<file path="config.mk">
export PLATFORM = sky130hd
export DESIGN_NAME = lhfe_engine
export DESIGN_NICKNAME = d
export VERILOG_FILES = /design/src/logic/lhfe_engine.v
export VERILOG_INCLUDE_DIRS = /design/src /design/src/logic
export SDC_FILE = /design/constraint.sdc
export NUM_CORES = 1
export LEC_CHECK = 0
export BUFFER_PORTS_ARGS = -buffer_cell sky130_fd_sc_hd__buf_2
export CORE_ASPECT_RATIO = 1.1
export CORE_UTILIZATION = 40
export DETAILED_ROUTE_END_ITERATION = 7
export GPL_TIMING_DRIVEN = 0
export REMOVE_ABC_BUFFERS = 1
export SYNTH_ARGS = -nofsm -noshare
export SYNTH_HDL_FRONTEND = slang
export SYNTH_SLANG_ARGS = --single-unit
</file>
<file path="constraint.sdc">
create_clock -name clk -period 7.03 [get_ports clk]
set_input_delay 1.0545 -clock clk [delete_from_list [all_inputs] [get_ports clk]]
set_output_delay 1.0545 -clock clk [all_outputs]
set_load 0.03 [all_outputs]
</file>
<file path="src/logic/lhfe_map.vh">
// constants of the header and frame engine
`ifndef LHFE_MAP_VH
`define LHFE_MAP_VH
`define LHFE_MODE_MASTER   4'hA
`define LHFE_MODE_SLAVE    4'hB
`define LHFE_SYNCH_CHAR    8'h55
`define LHFE_BRK_PATTERN   14'h2000
`define LHFE_BRK_LEN       4'hE
`define LHFE_CHAR_LEN      4'hA
`define LHFE_BRK_DET_BITS  20'h0000B
`define LHFE_NODE_ACTION_FIELD_PUBLISH  2'h0
`define LHFE_NODE_ACTION_FIELD_SUBSCR   2'h1
`define LHFE_NODE_ACTION_FIELD_IGNORE   2'h2
`define LHFE_TF_CHK        12'h04D
`define LHFE_TF_NOCHK      12'h03F
`define LHFE_TF_PER_CODE   12'h00E
`define LHFE_SYNC_EDGES    2'h3
`define LHFE_DIV_RST       16'h0010
`define LHFE_FRAC_RST      3'h0
`endif

</file>
<file path="src/logic/lhfe_engine.v">
// header and frame engine of the single-wire serial link, with data fifo
// Overview of operation
// [RULE1] slave: line low for 11 bit times at current rate is a break, anytime
// [RULE2] before a break the slave receiver stays idle and drops characters
// [RULE3] break sets break_seen_flag; next character is taken as synch
// [RULE4] synch character other than 0x55 sets synch_mismatch_error_flag
// [RULE5] identifier received: set ident_received_flag, load identifier field
// [RULE6] header flags stay set until clear_status_bit is pulsed
// [RULE7] baud measured only in slave role, between synch falling edges
// [RULE8] 19-bit counter cleared at synch start, counts 8 bit times, stops
// [RULE9] counter upper 16 bits give divider, lower 3 bits the fraction
// [RULE10] after synch the baud divider and fraction take measured values
// [RULE11] protected identifier: bits 0..5 identifier, bits 6..7 parity
// [RULE12] parity on: send low 6 identifier bits plus computed parity
// [RULE13] parity on: check parity on receive, store low 6 bits, top zero
// [RULE14] parity off: send and store all eight identifier bits unchanged
// [RULE15] node action picks publish, subscribe or ignore for the response
// [RULE16] user length mode: length code plus one data bytes, 1 to 256
// [RULE17] identifier length mode: bits 5:4 give 2, 2, 4 or 8 bytes
// [RULE18] checksum is inverted carry-wrapped sum; enhanced adds identifier
// [RULE19] checksum on: type 0 enhanced, type 1 classic; off: none
// [RULE20] master slot mode: transmit ready returns after max frame time
// [RULE21] with checksum max frame time is 77 plus 14 times code bits
// [RULE22] without checksum max frame time is 63 plus 14 times code bits
// [RULE23] mode 0xA selects master role, 0xB selects slave role
// [RULE24] master header: 13 dominant bits, 1 recessive, 0x55, identifier
// [RULE25] parity 6 is xor of id 0,1,2,4; parity 7 inverted xor of 1,3,4,5
`include "lhfe_map.vh"

module lhfe_fifo #(
	parameter W  = 8,
	parameter D  = 4,
	parameter AW = 2
) (
	input  wire          clk,
	input  wire          clk_en,
	input  wire          nrst,
	input  wire          in_valid,
	input  wire [W-1:0]  in_data,
	output wire          in_ready,
	output wire          out_valid,
	output wire [W-1:0]  out_data,
	input  wire          out_ready
);
	localparam [AW:0] DEPTH_C = D[AW:0];
	reg  [W-1:0]  mem [0:D-1];
	reg  [AW-1:0] wr_q;
	reg  [AW-1:0] rd_q;
	reg  [AW:0]   cnt_q;
	reg           rdy_q;
	wire          push  = in_valid & rdy_q;
	wire          pull  = out_ready & (cnt_q != {(AW+1){1'b0}});
	wire [AW:0]   cnt_d = cnt_q + {{AW{1'b0}}, push} - {{AW{1'b0}}, pull};

	assign in_ready  = rdy_q;
	assign out_valid = (cnt_q != {(AW+1){1'b0}});
	assign out_data  = mem[rd_q];

	always @(posedge clk) begin
		if (!nrst) begin
			wr_q  <= {AW{1'b0}};
			rd_q  <= {AW{1'b0}};
			cnt_q <= {(AW+1){1'b0}};
			rdy_q <= 1'b1;
		end else if (clk_en) begin
			if (push) begin
				mem[wr_q] <= in_data;
				wr_q      <= wr_q + {{(AW-1){1'b0}}, 1'b1};
			end
			if (pull)
				rd_q <= rd_q + {{(AW-1){1'b0}}, 1'b1};
			cnt_q <= cnt_d;
			rdy_q <= (cnt_d != DEPTH_C);
		end
	end
endmodule

module lhfe_engine (
	input  wire        clk,
	input  wire        clk_en,
	input  wire        nrst,
	input  wire [3:0]  mode,
	input  wire [1:0]  node_action_field,
	input  wire        parity_disable_bit,
	input  wire        checksum_disable_bit,
	input  wire        checksum_type_bit,
	input  wire        length_mode_bit,
	input  wire        frame_slot_disable_bit,
	input  wire [7:0]  length_code_field,
	input  wire        ident_wr,
	input  wire [7:0]  ident_wdata,
	input  wire        baud_wr,
	input  wire [15:0] baud_wdata_div,
	input  wire [2:0]  baud_wdata_frac,
	input  wire        clear_status_bit,
	input  wire        tx_in_valid,
	input  wire [7:0]  tx_in_data,
	output wire        tx_in_ready,
	input  wire        lin_rx,
	output wire        lin_tx,
	output wire [7:0]  ident_character_field,
	output wire [15:0] baud_divider_field,
	output wire [2:0]  baud_fraction_field,
	output wire        break_seen_flag,
	output wire        ident_received_flag,
	output wire        synch_mismatch_error_flag,
	output wire        ident_parity_error_flag,
	output wire        checksum_error_flag,
	output wire        frame_done_flag,
	output wire        transmit_ready_flag,
	output wire        rx_valid,
	output wire [7:0]  rx_data
);
	localparam [9:0] ST_IDLE  = 10'h001;
	localparam [9:0] ST_MBRK  = 10'h002;
	localparam [9:0] ST_MSYNC = 10'h004;
	localparam [9:0] ST_MID   = 10'h008;
	localparam [9:0] ST_SDLM  = 10'h010;
	localparam [9:0] ST_SSYNC = 10'h020;
	localparam [9:0] ST_SID   = 10'h040;
	localparam [9:0] ST_RESP  = 10'h080;
	localparam [9:0] ST_CHK   = 10'h100;
	localparam [9:0] ST_SLOT  = 10'h200;

	function [1:0] lhfe_par;
		input [5:0] i;
		begin
			lhfe_par = {~(i[1] ^ i[3] ^ i[4] ^ i[5]),
				i[0] ^ i[1] ^ i[2] ^ i[4]}; // [RULE25]
		end
	endfunction

	function [7:0] lhfe_csum;
		input [7:0] s;
		input [7:0] b;
		reg   [8:0] t;
		begin
			t = {1'b0, s} + {1'b0, b};
			lhfe_csum = t[7:0] + {7'h00, t[8]}; // [RULE18]
		end
	endfunction

	function [13:0] lhfe_char;
		input [7:0] d;
		begin
			lhfe_char = {4'hF, 1'b1, d, 1'b0};
		end
	endfunction

	reg  [9:0]  st_q;
	reg  [9:0]  st_d;
	reg  [7:0]  ident_q;
	reg  [7:0]  id_nx;
	reg  [15:0] div_q;
	reg  [2:0]  frac_q;
	reg         brk_f_q;
	reg         idr_f_q;
	reg         sme_f_q;
	reg         ipe_f_q;
	reg         cke_f_q;
	reg         fin_f_q;
	reg         transmit_ready_flag_q;
	reg         rxv_q;
	reg  [7:0]  rxd_q;
	reg         lin_tx_q;
	reg         rx_prev_q;
	reg  [19:0] low_cyc_q;
	reg         rx_busy_q;
	reg  [15:0] rx_tmr_q;
	reg  [3:0]  rx_cnt_q;
	reg  [7:0]  rx_sh_q;
	reg         rx_done_q;
	reg  [7:0]  rx_byte_q;
	reg         tx_busy_q;
	reg         tx_done_q;
	reg  [15:0] tx_tmr_q;
	reg  [3:0]  tx_cnt_q;
	reg  [13:0] tx_sh_q;
	reg  [18:0] meas_q;
	reg         meas_run_q;
	reg         meas_ok_q;
	reg  [1:0]  fe_q;
	reg  [8:0]  cnt_q;
	reg  [7:0]  sum_q;
	reg  [15:0] slot_tmr_q;
	reg  [11:0] slot_bits_q;
	reg         tx_ld;
	reg  [13:0] tx_ld_val;
	reg  [3:0]  tx_ld_len;
	reg         tx_pop;
	reg         fin;
	wire        f_valid;
	wire [7:0]  f_data;

	wire is_master = (mode == `LHFE_MODE_MASTER); // [RULE23]
	wire is_slave  = (mode == `LHFE_MODE_SLAVE);  // [RULE23]
	wire [15:0] bl = (div_q == 16'h0000) ? 16'h0001 : div_q;
	wire [15:0] bl_m1 = bl - 16'h0001;
	wire [19:0] brk_thr = `LHFE_BRK_DET_BITS * {4'h0, bl};
	wire brk_hit = is_slave & ~lin_rx &
		(low_cyc_q == brk_thr - 20'h00001); // [RULE1]
	wire fe_now = rx_prev_q & ~lin_rx;
	wire chk_on = ~checksum_disable_bit;
	wire publ = (node_action_field == `LHFE_NODE_ACTION_FIELD_PUBLISH);
	wire subs = (node_action_field == `LHFE_NODE_ACTION_FIELD_SUBSCR);
	wire [7:0] pid = parity_disable_bit ? ident_q :
		{lhfe_par(ident_q[5:0]), ident_q[5:0]}; // [RULE12] [RULE14]
	wire [7:0] pid_nx = parity_disable_bit ? id_nx :
		{lhfe_par(id_nx[5:0]), id_nx[5:0]}; // [RULE11]
	wire [8:0] n_bytes = length_mode_bit ?
		(ident_q[5] ? (ident_q[4] ? 9'h008 : 9'h004) : 9'h002) :
		({1'b0, length_code_field} + 9'h001); // [RULE16] [RULE17]
	wire [11:0] tfmax = (chk_on ? `LHFE_TF_CHK : `LHFE_TF_NOCHK) +
		`LHFE_TF_PER_CODE * {4'h0, length_code_field}; // [RULE21] [RULE22]
	wire rx_en = (st_q == ST_SSYNC) | (st_q == ST_SID) |
		(((st_q == ST_RESP) | (st_q == ST_CHK)) & subs); // [RULE2]
	wire hdr_go = is_master & ident_wr & transmit_ready_flag_q & (st_q == ST_IDLE);
	wire rx_got = (st_q == ST_RESP) & subs & rx_done_q & (cnt_q != n_bytes);

	assign lin_tx                    = lin_tx_q;
	assign ident_character_field     = ident_q;
	assign baud_divider_field        = div_q;
	assign baud_fraction_field       = frac_q;
	assign break_seen_flag           = brk_f_q;
	assign ident_received_flag       = idr_f_q;
	assign synch_mismatch_error_flag = sme_f_q;
	assign ident_parity_error_flag   = ipe_f_q;
	assign checksum_error_flag       = cke_f_q;
	assign frame_done_flag           = fin_f_q;
	assign transmit_ready_flag       = transmit_ready_flag_q;
	assign rx_valid                  = rxv_q;
	assign rx_data                   = rxd_q;

	lhfe_fifo #(.W(8), .D(4), .AW(2)) u_fifo (
		.clk       (clk),
		.clk_en    (clk_en),
		.nrst      (nrst),
		.in_valid  (tx_in_valid),
		.in_data   (tx_in_data),
		.in_ready  (tx_in_ready),
		.out_valid (f_valid),
		.out_data  (f_data),
		.out_ready (tx_pop)
	);

	always @* begin
		id_nx = ident_q;
		if (hdr_go)
			id_nx = ident_wdata;
		else if ((st_q == ST_SID) & rx_done_q)
			id_nx = parity_disable_bit ? rx_byte_q :
				{2'b00, rx_byte_q[5:0]}; // [RULE13] [RULE14] [RULE5]
	end

	always @* begin
		st_d      = st_q;
		tx_ld     = 1'b0;
		tx_ld_val = 14'h3FFF;
		tx_ld_len = 4'h0;
		tx_pop    = 1'b0;
		fin       = 1'b0;
		case (st_q)
		ST_IDLE: begin
			if (hdr_go) begin
				st_d      = ST_MBRK;
				tx_ld     = 1'b1;
				tx_ld_val = `LHFE_BRK_PATTERN; // [RULE24]
				tx_ld_len = `LHFE_BRK_LEN;
			end
		end
		ST_MBRK: begin
			if (tx_done_q) begin
				st_d      = ST_MSYNC;
				tx_ld     = 1'b1;
				tx_ld_val = lhfe_char(`LHFE_SYNCH_CHAR); // [RULE24]
				tx_ld_len = `LHFE_CHAR_LEN;
			end
		end
		ST_MSYNC: begin
			if (tx_done_q) begin
				st_d      = ST_MID;
				tx_ld     = 1'b1;
				tx_ld_val = lhfe_char(pid); // [RULE12] [RULE14]
				tx_ld_len = `LHFE_CHAR_LEN;
			end
		end
		ST_MID: begin
			if (tx_done_q)
				st_d = ST_RESP;
		end
		ST_SDLM: begin
			if (lin_rx)
				st_d = ST_SSYNC; // [RULE3]
		end
		ST_SSYNC: begin
			if (rx_done_q)
				st_d = ST_SID;
		end
		ST_SID: begin
			if (rx_done_q)
				st_d = ST_RESP;
		end
		ST_RESP: begin
			if (publ) begin // [RULE15]
				if (cnt_q == n_bytes) begin
					if (!tx_busy_q) begin
						if (chk_on) begin // [RULE19]
							st_d      = ST_CHK;
							tx_ld     = 1'b1;
							tx_ld_val = lhfe_char(~sum_q);
							tx_ld_len = `LHFE_CHAR_LEN;
						end else begin
							fin = 1'b1;
						end
					end
				end else if (!tx_busy_q && f_valid) begin
					tx_ld     = 1'b1;
					tx_ld_val = lhfe_char(f_data);
					tx_ld_len = `LHFE_CHAR_LEN;
					tx_pop    = 1'b1;
				end
			end else if (subs) begin
				if (cnt_q == n_bytes) begin
					if (chk_on)
						st_d = ST_CHK; // [RULE19]
					else
						fin = 1'b1;
				end
			end else begin
				fin = 1'b1; // [RULE15]
			end
		end
		ST_CHK: begin
			if (publ ? tx_done_q : rx_done_q)
				fin = 1'b1;
		end
		ST_SLOT: begin
			if (slot_bits_q >= tfmax)
				st_d = ST_IDLE; // [RULE20]
		end
		default: begin
			st_d = ST_IDLE;
		end
		endcase
		if (fin)
			st_d = (is_master & ~frame_slot_disable_bit) ?
				ST_SLOT : ST_IDLE; // [RULE20]
		if (brk_hit) begin
			st_d  = ST_SDLM; // [RULE1] [RULE3]
			tx_ld = 1'b0;
		end
	end

	always @(posedge clk) begin
		if (!nrst) begin
			st_q        <= ST_IDLE;
			ident_q     <= 8'h00;
			div_q       <= `LHFE_DIV_RST;
			frac_q      <= `LHFE_FRAC_RST;
			brk_f_q     <= 1'b0;
			idr_f_q     <= 1'b0;
			sme_f_q     <= 1'b0;
			ipe_f_q     <= 1'b0;
			cke_f_q     <= 1'b0;
			fin_f_q     <= 1'b0;
			transmit_ready_flag_q     <= 1'b1;
			rxv_q       <= 1'b0;
			rxd_q       <= 8'h00;
			lin_tx_q    <= 1'b1;
			rx_prev_q   <= 1'b1;
			low_cyc_q   <= 20'h00000;
			rx_busy_q   <= 1'b0;
			rx_tmr_q    <= 16'h0000;
			rx_cnt_q    <= 4'h0;
			rx_sh_q     <= 8'h00;
			rx_done_q   <= 1'b0;
			rx_byte_q   <= 8'h00;
			tx_busy_q   <= 1'b0;
			tx_done_q   <= 1'b0;
			tx_tmr_q    <= 16'h0000;
			tx_cnt_q    <= 4'h0;
			tx_sh_q     <= 14'h3FFF;
			meas_q      <= 19'h00000;
			meas_run_q  <= 1'b0;
			meas_ok_q   <= 1'b0;
			fe_q        <= 2'h0;
			cnt_q       <= 9'h000;
			sum_q       <= 8'h00;
			slot_tmr_q  <= 16'h0000;
			slot_bits_q <= 12'h000;
		end else if (clk_en) begin
			st_q      <= st_d;
			ident_q   <= id_nx; // [RULE5]
			rx_prev_q <= lin_rx;
			rxv_q     <= rx_got;
			if (rx_got)
				rxd_q <= rx_byte_q;
			// sticky flags: a set in the clearing cycle survives
			brk_f_q <= brk_hit |
				((st_q == ST_MBRK) & tx_done_q) |
				(brk_f_q & ~clear_status_bit); // [RULE3] [RULE6]
			idr_f_q <= ((st_q == ST_SID) & rx_done_q) |
				((st_q == ST_MID) & tx_done_q) |
				(idr_f_q & ~clear_status_bit); // [RULE5] [RULE6]
			sme_f_q <= ((st_q == ST_SSYNC) & rx_done_q &
				(rx_byte_q != `LHFE_SYNCH_CHAR)) |
				(sme_f_q & ~clear_status_bit); // [RULE4] [RULE6]
			ipe_f_q <= ((st_q == ST_SID) & rx_done_q &
				~parity_disable_bit &
				(lhfe_par(rx_byte_q[5:0]) != rx_byte_q[7:6])) |
				(ipe_f_q & ~clear_status_bit); // [RULE13]
			cke_f_q <= ((st_q == ST_CHK) & subs & rx_done_q &
				(rx_byte_q != ~sum_q)) |
				(cke_f_q & ~clear_status_bit); // [RULE18] [RULE19]
			fin_f_q <= fin | (fin_f_q & ~clear_status_bit);
			if (hdr_go)
				transmit_ready_flag_q <= 1'b0;
			else if ((st_d == ST_IDLE) && (st_q != ST_IDLE))
				transmit_ready_flag_q <= 1'b1; // [RULE20]
			// hardware update of the rate wins over a software write
			if ((st_q == ST_SSYNC) && rx_done_q && meas_ok_q) begin
				div_q  <= meas_q[18:3]; // [RULE9] [RULE10]
				frac_q <= meas_q[2:0];  // [RULE9] [RULE10]
			end else if (baud_wr) begin
				div_q  <= baud_wdata_div;
				frac_q <= baud_wdata_frac;
			end
			if (lin_rx)
				low_cyc_q <= 20'h00000;
			else if (low_cyc_q != 20'hFFFFF)
				low_cyc_q <= low_cyc_q + 20'h00001;
			// character receiver, centre-sampled
			rx_done_q <= 1'b0;
			if (brk_hit || !rx_en) begin
				rx_busy_q <= 1'b0; // [RULE2]
			end else if (!rx_busy_q) begin
				if (fe_now) begin
					rx_busy_q <= 1'b1;
					rx_tmr_q  <= {1'b0, bl[15:1]};
					rx_cnt_q  <= 4'h0;
				end
			end else if (rx_tmr_q != 16'h0000) begin
				rx_tmr_q <= rx_tmr_q - 16'h0001;
			end else begin
				rx_tmr_q <= bl_m1;
				rx_cnt_q <= rx_cnt_q + 4'h1;
				if (rx_cnt_q == 4'h0) begin
					if (lin_rx)
						rx_busy_q <= 1'b0;
				end else if (rx_cnt_q == 4'h9) begin
					rx_busy_q <= 1'b0;
					rx_done_q <= 1'b1;
					rx_byte_q <= rx_sh_q;
				end else begin
					rx_sh_q <= {lin_rx, rx_sh_q[7:1]};
				end
			end
			// character and break transmitter
			tx_done_q <= 1'b0;
			lin_tx_q  <= tx_busy_q ? tx_sh_q[0] : 1'b1;
			if (tx_ld) begin
				tx_sh_q   <= tx_ld_val;
				tx_cnt_q  <= tx_ld_len;
				tx_tmr_q  <= bl_m1;
				tx_busy_q <= 1'b1;
			end else if (tx_busy_q) begin
				if (tx_tmr_q != 16'h0000) begin
					tx_tmr_q <= tx_tmr_q - 16'h0001;
				end else begin
					tx_tmr_q <= bl_m1;
					tx_sh_q  <= {1'b1, tx_sh_q[13:1]};
					tx_cnt_q <= tx_cnt_q - 4'h1;
					if (tx_cnt_q == 4'h1) begin
						tx_busy_q <= 1'b0;
						tx_done_q <= 1'b1;
					end
				end
			end
			// synch timing between falling edges
			if ((st_q != ST_SSYNC) || !is_slave) begin
				meas_run_q <= 1'b0; // [RULE7]
				meas_ok_q  <= 1'b0;
			end else if (!meas_run_q && !meas_ok_q && fe_now) begin
				meas_q     <= 19'h00000; // [RULE8]
				meas_run_q <= 1'b1;
				fe_q       <= 2'h0;
			end else if (meas_run_q) begin
				meas_q <= meas_q + 19'h00001; // [RULE8]
				if (fe_now) begin
					fe_q <= fe_q + 2'h1;
					if (fe_q == `LHFE_SYNC_EDGES) begin
						meas_run_q <= 1'b0; // [RULE8]
						meas_ok_q  <= 1'b1;
					end
				end
			end
			// response byte count and running checksum
			if ((st_d == ST_RESP) && (st_q != ST_RESP)) begin
				cnt_q <= 9'h000;
				sum_q <= checksum_type_bit ? 8'h00 : pid_nx; // [RULE19]
			end else if (tx_pop || rx_got) begin
				cnt_q <= cnt_q + 9'h001;
				sum_q <= lhfe_csum(sum_q,
					tx_pop ? f_data : rx_byte_q); // [RULE18]
			end
			// frame slot time in bit periods from frame start
			if (hdr_go) begin
				slot_tmr_q  <= bl_m1;
				slot_bits_q <= 12'h000;
			end else if (slot_bits_q != 12'hFFF) begin
				if (slot_tmr_q != 16'h0000) begin
					slot_tmr_q <= slot_tmr_q - 16'h0001;
				end else begin
					slot_tmr_q  <= bl_m1;
					slot_bits_q <= slot_bits_q + 12'h001;
				end
			end
		end
	end
endmodule

</file>
==> results of run 1 <==
## sequential cells by signal, indices dropped and copies added (netlist names), 9 cells and up, named ones only
name                cells
slot_tmr_q             16
tx_tmr_q               16
meas_q                 19
low_cyc_q              20
tx_sh_q                13
u_fifo.mem             32
st_q                   10
cnt_q                   9
slot_bits_q            12
baud_divider_field     16
rx_tmr_q               16
## path summary, 6_finish.rpt
path	cells past startpoint	slack [ns]	end
worst min-delay path	1	0.45	rx_prev_q$_SDFFE_PN1P_
worst max register to register	21	0.37	tx_sh_q[12]$_SDFFE_PN1P_
worst max-delay path	21	0.37	tx_sh_q[12]$_SDFFE_PN1P_
worst min register to register	1	0.45	rx_prev_q$_SDFFE_PN1P_
## layout make-up
| cell class | count | share of cell area (%) |
|---|---|---|
| Timing Repair Buffer | 124 | 3.54 |
| Tap cell | 581 | 3.57 |
| Sequential cell | 258 | 26.9 |
| Multi-Input combinational cell | 1656 | 58.2 |
| Clock buffer | 36 | 4.10 |
| Inverter | 139 | 2.59 |
| Clock inverter | 22 | 1.05 |
## stage by stage
step	util (%)	instance area (um2)	worst slack, ns
after CTS	45.2	20200	0.123
final	45.5	20400	0.373
after detailed placement	42.7	19100	-1.27
after global routing	45.5	20400	-0.0156
after floorplan	-	17800	0.113
after global placement	42.5	19000	-2.15
## kinds of logic (layout without fill, tap and decap cells)
| group | count (synthesis) | after routing |
|---|---|---|
| muxes | 124 | 124 |
| and+or+nand+nor | 756 | 756 |
| DFF | 258 | 258 |
| buffers and inverters | 257 | 321 |
| adders and majority gates | 146 | 146 |
| xor gates and xnor gates | 147 | 147 |
| AOI/OAI and AO/OA | 482 | 483 |
## cell usage after synthesis, drive strengths merged, types with 60 or more instances
master / number
a21oi: 102
ha: 108
o21ai: 115
mux2i: 101
inv: 138
clkbuf: 87
xnor2: 85
nor2: 223
xor2: 60
nand3: 71
dfxtp: 226
nand2: 177
## power groups by stage
stage	Clock (W)	Sequential, W	Combinational, W
floorplan	0	0.00164	0.00107
global placement	0	0.00164	0.00143
detailed placement	0	0.00164	0.00145
CTS	0.00169	0.00161	0.00148
global route	0.00174	0.00162	0.00169
finish	0.00165	0.00161	0.00150
## placed cells by master, fill, tap and decap left out, types with 44 or more instances in the layout
| cell type | instances |
|---|---|
| xor2_1 | 60 |
| nand2_1 | 176 |
| dfxtp_1 | 226 |
| xnor2_1 | 85 |
| inv_1 | 137 |
| mux2i_1 | 101 |
| a211oi_1 | 44 |
| buf_2 | 105 |
| nand3_1 | 71 |
| nor2_1 | 221 |
| o21ai_0 | 103 |
| ha_1 | 108 |
| a21oi_1 | 102 |
## critical path, cell delays in order, from the launching register on
cell	delay (ns)
dfxtp_1	0.39
inv_1	0.14
ha_1	0.21
nand3_1	0.13
or4_4	0.63
nand2_1	0.25
inv_1	0.13
fa_1	0.51
inv_1	0.05
fa_1	0.48
ha_1	0.50
a211oi_1	0.15
o21bai_1	0.26
mux2i_1	0.31
o311ai_0	0.30
nor4_1	0.41
nand4_1	0.14
buf_4	0.23
buf_4	0.17
o21ai_2	0.61
a21oi_1	0.23
o31a_1	0.28
## timing repair
item	CTS	global route
setup endpoints to repair	102	8
hold buffers	0	0
resized for setup	7	5
gates cloned	1	0
buffers inserted	3	8
pin swaps	2	2
hold endpoints to repair	0	0
## per-layer routing
metal / GRT usage [%] / up-vias / part of all wire [%]
met5: 0 / - / 0
met4: 8.03 / 0 / 3.2
met3: 2.97 / 93 / 5.4
met2: 36.2 / 396 / 47
met1: 27.6 / 7498 / 44
li1: - / 7834 / -
==> metrics.csv, run 1 <==
stage;metric;value;unit
sta;min_period;6.66;ns
floorplan;dieArea;46500;um2
route;drc;0;
yosys;synth-async-reset-ratio;0;%
floorplan;core_area;44800;um2
yosys;ys_ff_latch;258;
clocking;cts_sinks;258;
floorplan;ioPinCount;107;
sta;rsz0062_at_grt;true;
hold_path;min_from;rx_prev_q$_SDFFE_PN1P_;
global_route;grtUsageTotal;21.5;%
power;powerDensity;234;nW/um2
yosys;synthCells;2170;
yosys;synthAdderAreaFrac;11.6;%
placed_design;gp_congestion;0.906;
floorplan;die_h;226;um
yosys;synth.avg_cell_area;8.41;um2
yosys;seq_area_frac_synth;30.0;%
power;pwr-share-comb;31.6;%
sta;maxSlewViolCount;0;
worst_setup_path;path_class;reg -> reg;
route;first_pass_iters;6;
layout;drive_gt1_share;10.8;%
placed_design;dp_cells;2745;
yosys;yosysWarnings;0;
floorplan;std_cell_rows;81;
status;status;finished, final reports clean;
sta;fin_skew;0.0290;ns
yosys;syn_area;18300;um2
global_route;grt_max_degree;112;
power;intPower;0.00312;W
power;swShare;34.4;%
global_route;grt-ovfl-total;0;
power;clkPwrFrac;34.6;%
layout;fin_nets;2418;
yosys;synth_compound_area_share;17.7;%
route;via_per_inst;5.62;
yosys;synth_top_area_cell;dfxtp_1;
yosys;yosysTopAreaCellShare;24.8;%
sta;hold_violations;0;
layout;multi_input_area;11900;um2
worst_setup_path;cp-start-kind;register;
global_route;grt_pass1_vias;15100;
clocking;cts-buffers-inserted;31;
worst_setup_path;required;7.49;ns
sta;slew-limit-headroom;12.6;%
power;seq_power_share;33.8;%
yosys;synth.distinct_cells;92;
worst_setup_path;arrival;7.12;ns
sta;setup_viol;0;
layout;syn_to_final_growth;11.5;%
sta;fin_crit_sh;94.7;%
clocking;cts_tree;done;
route;drt_wl_total;50100;um
layout;antenna_cells;0;
yosys;synth_xor_area_share;7.20;%
power;power.switching;0.00164;W
route;vias;15800;
yosys;synth_area_leaders;dfxtp_1 25%, ha_1 7.4%, mux2i_1 5.5%, edfxtp_1 5.3%, nor2_1 4.6%;
power;power;0.00476;W
sta;fin_hold_ws;0.448;ns
yosys;synthMuxAreaShare;7.45;%
floorplan;start_util;40.8;%
floorplan;die_x;206;um
yosys;synthSimpleGateAreaFrac;20.5;%
yosys;synth_top_family_by_area;simple AND/OR/NAND/NOR gates;
worst_setup_path;r2r-start;baud_divider_field[8]$_SDFFE_PN0P_;
placed_design;io_buffer_count;106;
power;ir_drop;242;uV
hold_path;worstHoldPathType;reg -> reg;
power;p_leak;8.27;nW
clocking;cts_root_buf;clkbuf_16;
worst_setup_path;crit_start;baud_divider_field[8]$_SDFFE_PN0P_;
worst_setup_path;end_kind;register;
sta;setup_tns;0;ns
clocking;cts_max_path_buffers;3;
layout;seq_area;5490;um2
global_route;grt_antenna_before_repair;0;
run;cap_violations;0;
placed_design;dp_hpwl;36400;um
yosys;synth_edf_count;32;
layout;layoutNonFillerInstCount;2816;
route;drt_iter0_drc;1137;
yosys;synth_flop_cell;dfxtp_1;
clocking;clk_latency;0.59;ns
worst_setup_path;cp_max_fo;18;
sta;fmax;150;MHz
route;routedWlPerCell;17.8;um
layout;fill_cells;4394;
global_route;grt_pass1_wl;80100;um
sta;max_slew.worst_pin.slew;1.31;ns
clocking;clkSlewWorstSetupHoldPaths;0.06;ns
route;ant_nets;0;
clocking;cts.htree.levels;1;
Note: power is estimated with default switching activity, not from simulation.
==> inputs of run 2 (changes only) <==
Settings changed: CORE_UTILIZATION 40 to 55, PLACE_DENSITY from default to 0.73.
==> run 2 against run 1 <==
Compared with the run above: the run now ends with max-capacitance violations left; worst setup slack lost 0.090 ns; sequential share of layout area grew 0.42 points; global-route usage grew 6.6 points; die area shrank 27%; utilization grew 16 points; flip-flop and latch count is the same; routed wire length shrank 3.5%; clock power shrank 7%; critical endpoint is now sum_q[4]$_SDFFE_PN0P_.
==> metrics.csv, run 2 (same netlist as run 1, synthesis figures left out) <==
stage;metric;value;unit
clocking;cts.htree.levels;1;
worst_setup_path;cp-start-kind;register;
hold_path;holdPathStages;1;
status;violations;max-capacitance violations;
placed_design;dpl_cell_area;19000;um2
worst_setup_path;r2r-end;sum_q[4]$_SDFFE_PN0P_;
layout;syn_to_final_growth;9.79;%
clocking;cts_tree;done;
worst_setup_path;reg2reg_slack;0.28;ns
sta;fin_crit_sh;96.0;%
layout;most-common-layout-cells;226 x dfxtp_1, 221 x nor2_1, 176 x nand2_1;
layout;final_common_cell;dfxtp_1;
global_route;grtUsageTotal;28.1;%
layout;fin_nets;2412;
worst_setup_path;required;7.52;ns
power;powerDensity;231;nW/um2
clocking;cts-buffers-inserted;29;
power;ir_drop;188;uV
clocking;clk_latency;0.58;ns
sta;max_slew.worst_pin.slew;1.48;ns
global_route;grt-ovfl-total;0;
hold_path;hold_end;rx_prev_q$_SDFFE_PN1P_;
worst_setup_path;arrival;7.23;ns
route;first_pass_iters;5;
sta;hold_violations;0;
floorplan;die_x;176;um
sta;maxSlewViolCount;0;
route;routedWlPerCell;18.2;um
floorplan;ioPinCount;107;
floorplan;start_util;56.2;%
floorplan;die_h;193;um
floorplan;dieArea;33900;um2
placed_design;dp_hpwl;35100;um
clocking;clkSlewWorstSetupHoldPaths;0.07;ns
sta;min_period;6.75;ns
global_route;grt_pass1_wl;77300;um
placed_design;gp_congestion;0.938;
power;p_leak;8.21;nW
run;cap_violations;1;
global_route;grt_max_degree;116;
sta;rsz0062_at_grt;false;
sta;fin_skew;0.0256;ns
sta;setup_viol;0;
layout;reg_top3;u_fifo.mem x32, low_cyc_q x20, meas_q x19;
worst_setup_path;end_kind;register;
clocking;cts_root_buf;clkbuf_16;
clocking;hold_buffers;0;
worst_setup_path;rr_worst_depth;21;
floorplan;core_area;32500;um2
layout;fill_cells;2893;
placed_design;io_buffer_count;106;
floorplan;std_cell_rows;69;
sta;slew-limit-headroom;0.137;%
global_route;grt_pass1_vias;15300;
layout;top_register;u_fifo.mem;
sta;fmax;148;MHz
layout;finish.utilization;61.8;%
worst_setup_path;r2r-start;baud_divider_field[8]$_SDFFE_PN0P_;
route;drt_wl_total;48400;um
route;via_per_inst;6.07;
route;vias;16100;
hold_path;worstHoldPathType;reg -> reg;
route;ant_nets;0;
route;drc;0;
layout;drive_gt1_share;10.3;%
worst_setup_path;path_class;reg -> reg;
route;drt_iter0_drc;1224;
global_route;grt_antenna_before_repair;2;
layout;final_cell_area;20000;um2
clocking;cts_max_path_buffers;3;
hold_path;min_from;rx_prev_q$_SDFFE_PN1P_;
worst_setup_path;cp_max_fo;16;
layout;largest_reg_flops;32;
clocking;cts_sinks;258;
status;status;complete, but fails checks;
-- run 2: timing repair --
| action | CTS | global route |
|---|---|---|
| cloned | 0 | 1 |
| setup buffers | 4 | 4 |
| endpoints found under the setup margin | 102 | 44 |
| resized for setup | 4 | 8 |
| pin swaps | 3 | 3 |
-- run 2: worst max-delay path, cell delays in order, from the launching register on --
cell	delay [ns]
dfxtp_1	0.39
inv_1	0.14
ha_1	0.21
nand3_1	0.11
or4_1	0.80
nand2_1	0.33
inv_1	0.13
fa_1	0.52
inv_1	0.06
fa_1	0.47
ha_1	0.51
a211oi_1	0.16
o21bai_1	0.29
mux2i_1	0.32
o311ai_0	0.23
nor4_1	0.45
nand4_1	0.14
buf_4	0.24
buf_4	0.19
o21ai_2	0.39
mux2_2	0.40
o22ai_1	0.17
-- run 2: cell type report --
type / instances / area, um2 / area share (%)
diodes: 2 / 5.00 / 0.0250
clock buffers: 33 / 751 / 3.75
clock inverters: 18 / 195 / 0.974
inverters: 139 / 527 / 2.63
multi-input cells: 1656 / 11800 / 59.0
flip-flops and latches: 258 / 5490 / 27.4
well taps: 426 / 533 / 2.66
repair buffers: 120 / 716 / 3.57
-- run 2: power breakdown --
| group | leakage (nW) | internal [W] | switching, W |
|---|---|---|---|
| logic | 5.63 | 0.000581 | 0.000916 |
| registers | 2.12 | 0.00155 | 0.0000600 |
| clock network | 0.463 | 0.000880 | 0.000648 |
| total | 8.21 | 0.00301 | 0.00162 |
-- run 2: through the flow --
stage / hold WS (ns) / setup WS, ns / TNS, ns / total power, W / std cells
detailed placement: 0.440 / -1.13 / -60.77 / 0.00310 / 2590
CTS: 0.454 / 0.0905 / 0 / 0.00462 / 2645
global route: 0.478 / 0.0506 / 0 / 0.00490 / 2652
global placement: 0.434 / -1.88 / -81.50 / 0.00305 / 2584
finish: 0.452 / 0.283 / 0 / 0.00464 / 2652
floorplan: 0.423 / 0.113 / 0 / 0.00271 / 2052
-- run 2: how the worst max path moves through the flow --
| stage | from | endpoint | slack (ns) |
|---|---|---|---|
| 3_3_place_gp | baud_divider_field[8]$_SDFFE_PN0P_ | rx_busy_q$_SDFFE_PN0P_ | -1.88 |
| 5_1_grt | baud_divider_field[8]$_SDFFE_PN0P_ | sum_q[4]$_SDFFE_PN0P_ | 0.05 |
| 2_1_floorplan | baud_divider_field[8]$_SDFFE_PN0P_ | rx_tmr_q[15]$_SDFFE_PN0P_ | 0.11 |
| 3_5_place_dp | baud_divider_field[8]$_SDFFE_PN0P_ | tx_tmr_q[14]$_SDFFE_PN0P_ | -1.13 |
| 6_report | baud_divider_field[8]$_SDFFE_PN0P_ | sum_q[4]$_SDFFE_PN0P_ | 0.28 |
| 4_1_cts | length_code_field[0] | sum_q[7]$_SDFFE_PN0P_ | 0.09 |
-- run 2: layer usage --
layer	global-route usage [%]	part of all wire (%)	vias to the layer above	wire length [um]
li1	-	-	7831	-
met1	36.1	44	7682	21100
met2	47.8	47	490	22900
met3	3.59	5.6	104	2730
met4	11.1	3.5	0	1680
met5	0	0	-	0
==> inputs of run 3 (changes only) <==
Settings changed: CORE_UTILIZATION 55 to 60, PLACE_DENSITY 0.73 to 0.79.
==> run 3 against run 2 <==
Compared with the run above: the run now ends clean; flip-flop and latch count unchanged; via count up 1.4%; clock skew is 0.0070 ns higher; critical path depth fell by 1; worst hold slack lost 0.0029 ns; power barely moved; final cell count is 2.1% lower; combinational power barely moved; register-to-register slack about the same; worst setup slack better by 0.012 ns; largest cell class unchanged.
==> metrics.csv, run 3 (same netlist as run 1, synthesis figures left out) <==
stage;metric;value;unit
status;status;finished, final reports clean;
worst_setup_path;required;7.49;ns
power;powerDensity;232;nW/um2
placed_design;dpl_cell_area;18800;um2
global_route;busiest_layer;met2;
route;first_pass_iters;5;
route;via_per_inst;6.29;
global_route;grt_pass1_wl;76800;um
layout;syn_to_final_growth;9.27;%
global_route;grt_pass1_vias;15400;
placed_design;io_buffer_count;106;
route;drc;0;
layout;final_common_cell;dfxtp_1;
layout;finish.utilization;67.1;%
worst_setup_path;cp_max_fo;16;
hold_path;worstHoldPathType;reg -> reg;
clocking;cts_root_buf;clkbuf_16;
layout;drive_gt1_share;10.3;%
layout;largest_reg_flops;32;
worst_setup_path;crit_top_cell;inv_1;
worst_setup_path;end_kind;register;
sta;maxSlewViolCount;0;
power;p_leak;8.18;nW
worst_setup_path;crit_slowest_cell;or4_4;
sta;hold_violations;0;
floorplan;dieArea;31100;um2
floorplan;ioPinCount;107;
floorplan;std_cell_rows;66;
layout;antenna_cells;0;
layout;final_cell_area;19900;um2
sta;fmax;148;MHz
clocking;cts_tree;done;
sta;rsz0062_at_grt;true;
layout;top_register;u_fifo.mem;
global_route;met1_usage;37.5;%
run;cap_violations;0;
clocking;clkSlewWorstSetupHoldPaths;0.06;ns
worst_setup_path;cp-start-kind;register;
sta;slew-limit-headroom;4.75;%
global_route;grt_antenna_before_repair;0;
global_route;grt_max_degree;121;
sta;fin_skew;0.0326;ns
clocking;cts-buffers-inserted;28;
global_route;grt-ovfl-total;0;
sta;fin_crit_sh;95.8;%
floorplan;start_util;61.4;%
sta;min_period;6.73;ns
floorplan;core_area;29700;um2
layout;fin_nets;2411;
route;routedWlPerCell;18.5;um
placed_design;gp_congestion;0.970;
worst_setup_path;cp_cell_sequence;inv_1, ha_1, nand3_1, or4_4, nand2_1, inv_1, fa_1, inv_1, fa_1, ha_1, a21o_1, a221o_1, a311oi_1, o211ai_1, nor4_1, nand4_1, buf_4, o21ai_2, nand2_1, a31o_2;
layout;most-common-layout-cells;226 x dfxtp_1, 221 x nor2_1, 176 x nand2_1;
clocking;cts_max_path_buffers;3;
worst_setup_path;slowest_delay;0.65;ns
worst_setup_path;arrival;7.19;ns
power;ir_drop;163;uV
clocking;cts_sinks;258;
clocking;cts.htree.levels;1;
route;ant_nets;0;
placed_design;dp_hpwl;34800;um
clocking;clk_latency;0.57;ns
route;vias;16300;
floorplan;die_x;168;um
worst_setup_path;path_class;reg -> reg;
floorplan;die_h;185;um
route;drt_iter0_drc;1132;
global_route;grt_use_met2;53.3;%
global_route;grtUsageTotal;30.3;%
layout;reg_top3;u_fifo.mem x32, low_cyc_q x20, meas_q x19;
global_route;use_met3;3.70;%
route;drt_wl_total;48200;um
sta;setup_viol;0;
sta;max_slew.worst_pin.slew;1.43;ns
## run 3: worst max-delay path, delay by kind of cell (launching register included)
kind	cells	cell delay (ns)
adders and majority gates	4	1.62
AOI/OAI and AO/OA	6	2.00
buffers and inverters	4	0.54
and+or+nand+nor	6	2.07
DFF	1	0.38
## run 3: power breakdown
group	internal (W)	switching, W	total [W]
sequential	0.00155	0.0000599	0.00161
combinational	0.000579	0.000932	0.00151
clock	0.000892	0.000621	0.00151
total	0.00302	0.00161	0.00463
## run 3: stage by stage
step,hold slack [ns],setup TNS (ns),worst slack (ns),total power [W],std cells
after global placement,0.429,-97.15,-2.11,0.00304,2532
after global routing,0.461,-0.0537,-0.0449,0.00488,2597
final,0.449,0,0.296,0.00463,2597
after CTS,0.453,0,0.140,0.00461,2590
after detailed placement,0.444,-57.70,-1.13,0.00308,2537
after floorplan,0.423,0,0.113,0.00271,2052
## run 3: path summary, 6_finish.rpt
kind,startpoint,end,slack [ns],depth (start not counted)
max reg2reg,baud_divider_field[8]$_SDFFE_PN0P_,cnt_q[2]$_SDFFE_PN0P_,0.30,20
min reg2reg,ident_received_flag$_SDFFE_PN0P_,ident_received_flag$_SDFFE_PN0P_,0.45,2
max,baud_divider_field[8]$_SDFFE_PN0P_,cnt_q[2]$_SDFFE_PN0P_,0.30,20
min,ident_received_flag$_SDFFE_PN0P_,ident_received_flag$_SDFFE_PN0P_,0.45,2
## run 3: routing by layer
layer / routed length (um) / part of all wire (%)
met5: 0 / 0
met4: 1840 / 3.8
met3: 2890 / 6.0
met2: 23600 / 49
met1: 19800 / 41
## run 3: layout make-up
class	instances	area, um2
Fill cell	2434	9780
Clock buffer	37	785
Multi-Input combinational cell	1656	11900
Clock inverter	13	159
Sequential cell	258	5490
Timing Repair Buffer	120	676
Inverter	139	527
Tap cell	374	468
## run 3: what timing repair did
action	in CTS	in global routing
resized for setup	5	6
hold buffers	0	0
endpoints found under the setup margin	102	21
setup buffers	2	7
gates cloned	1	0
pin swaps	2	2
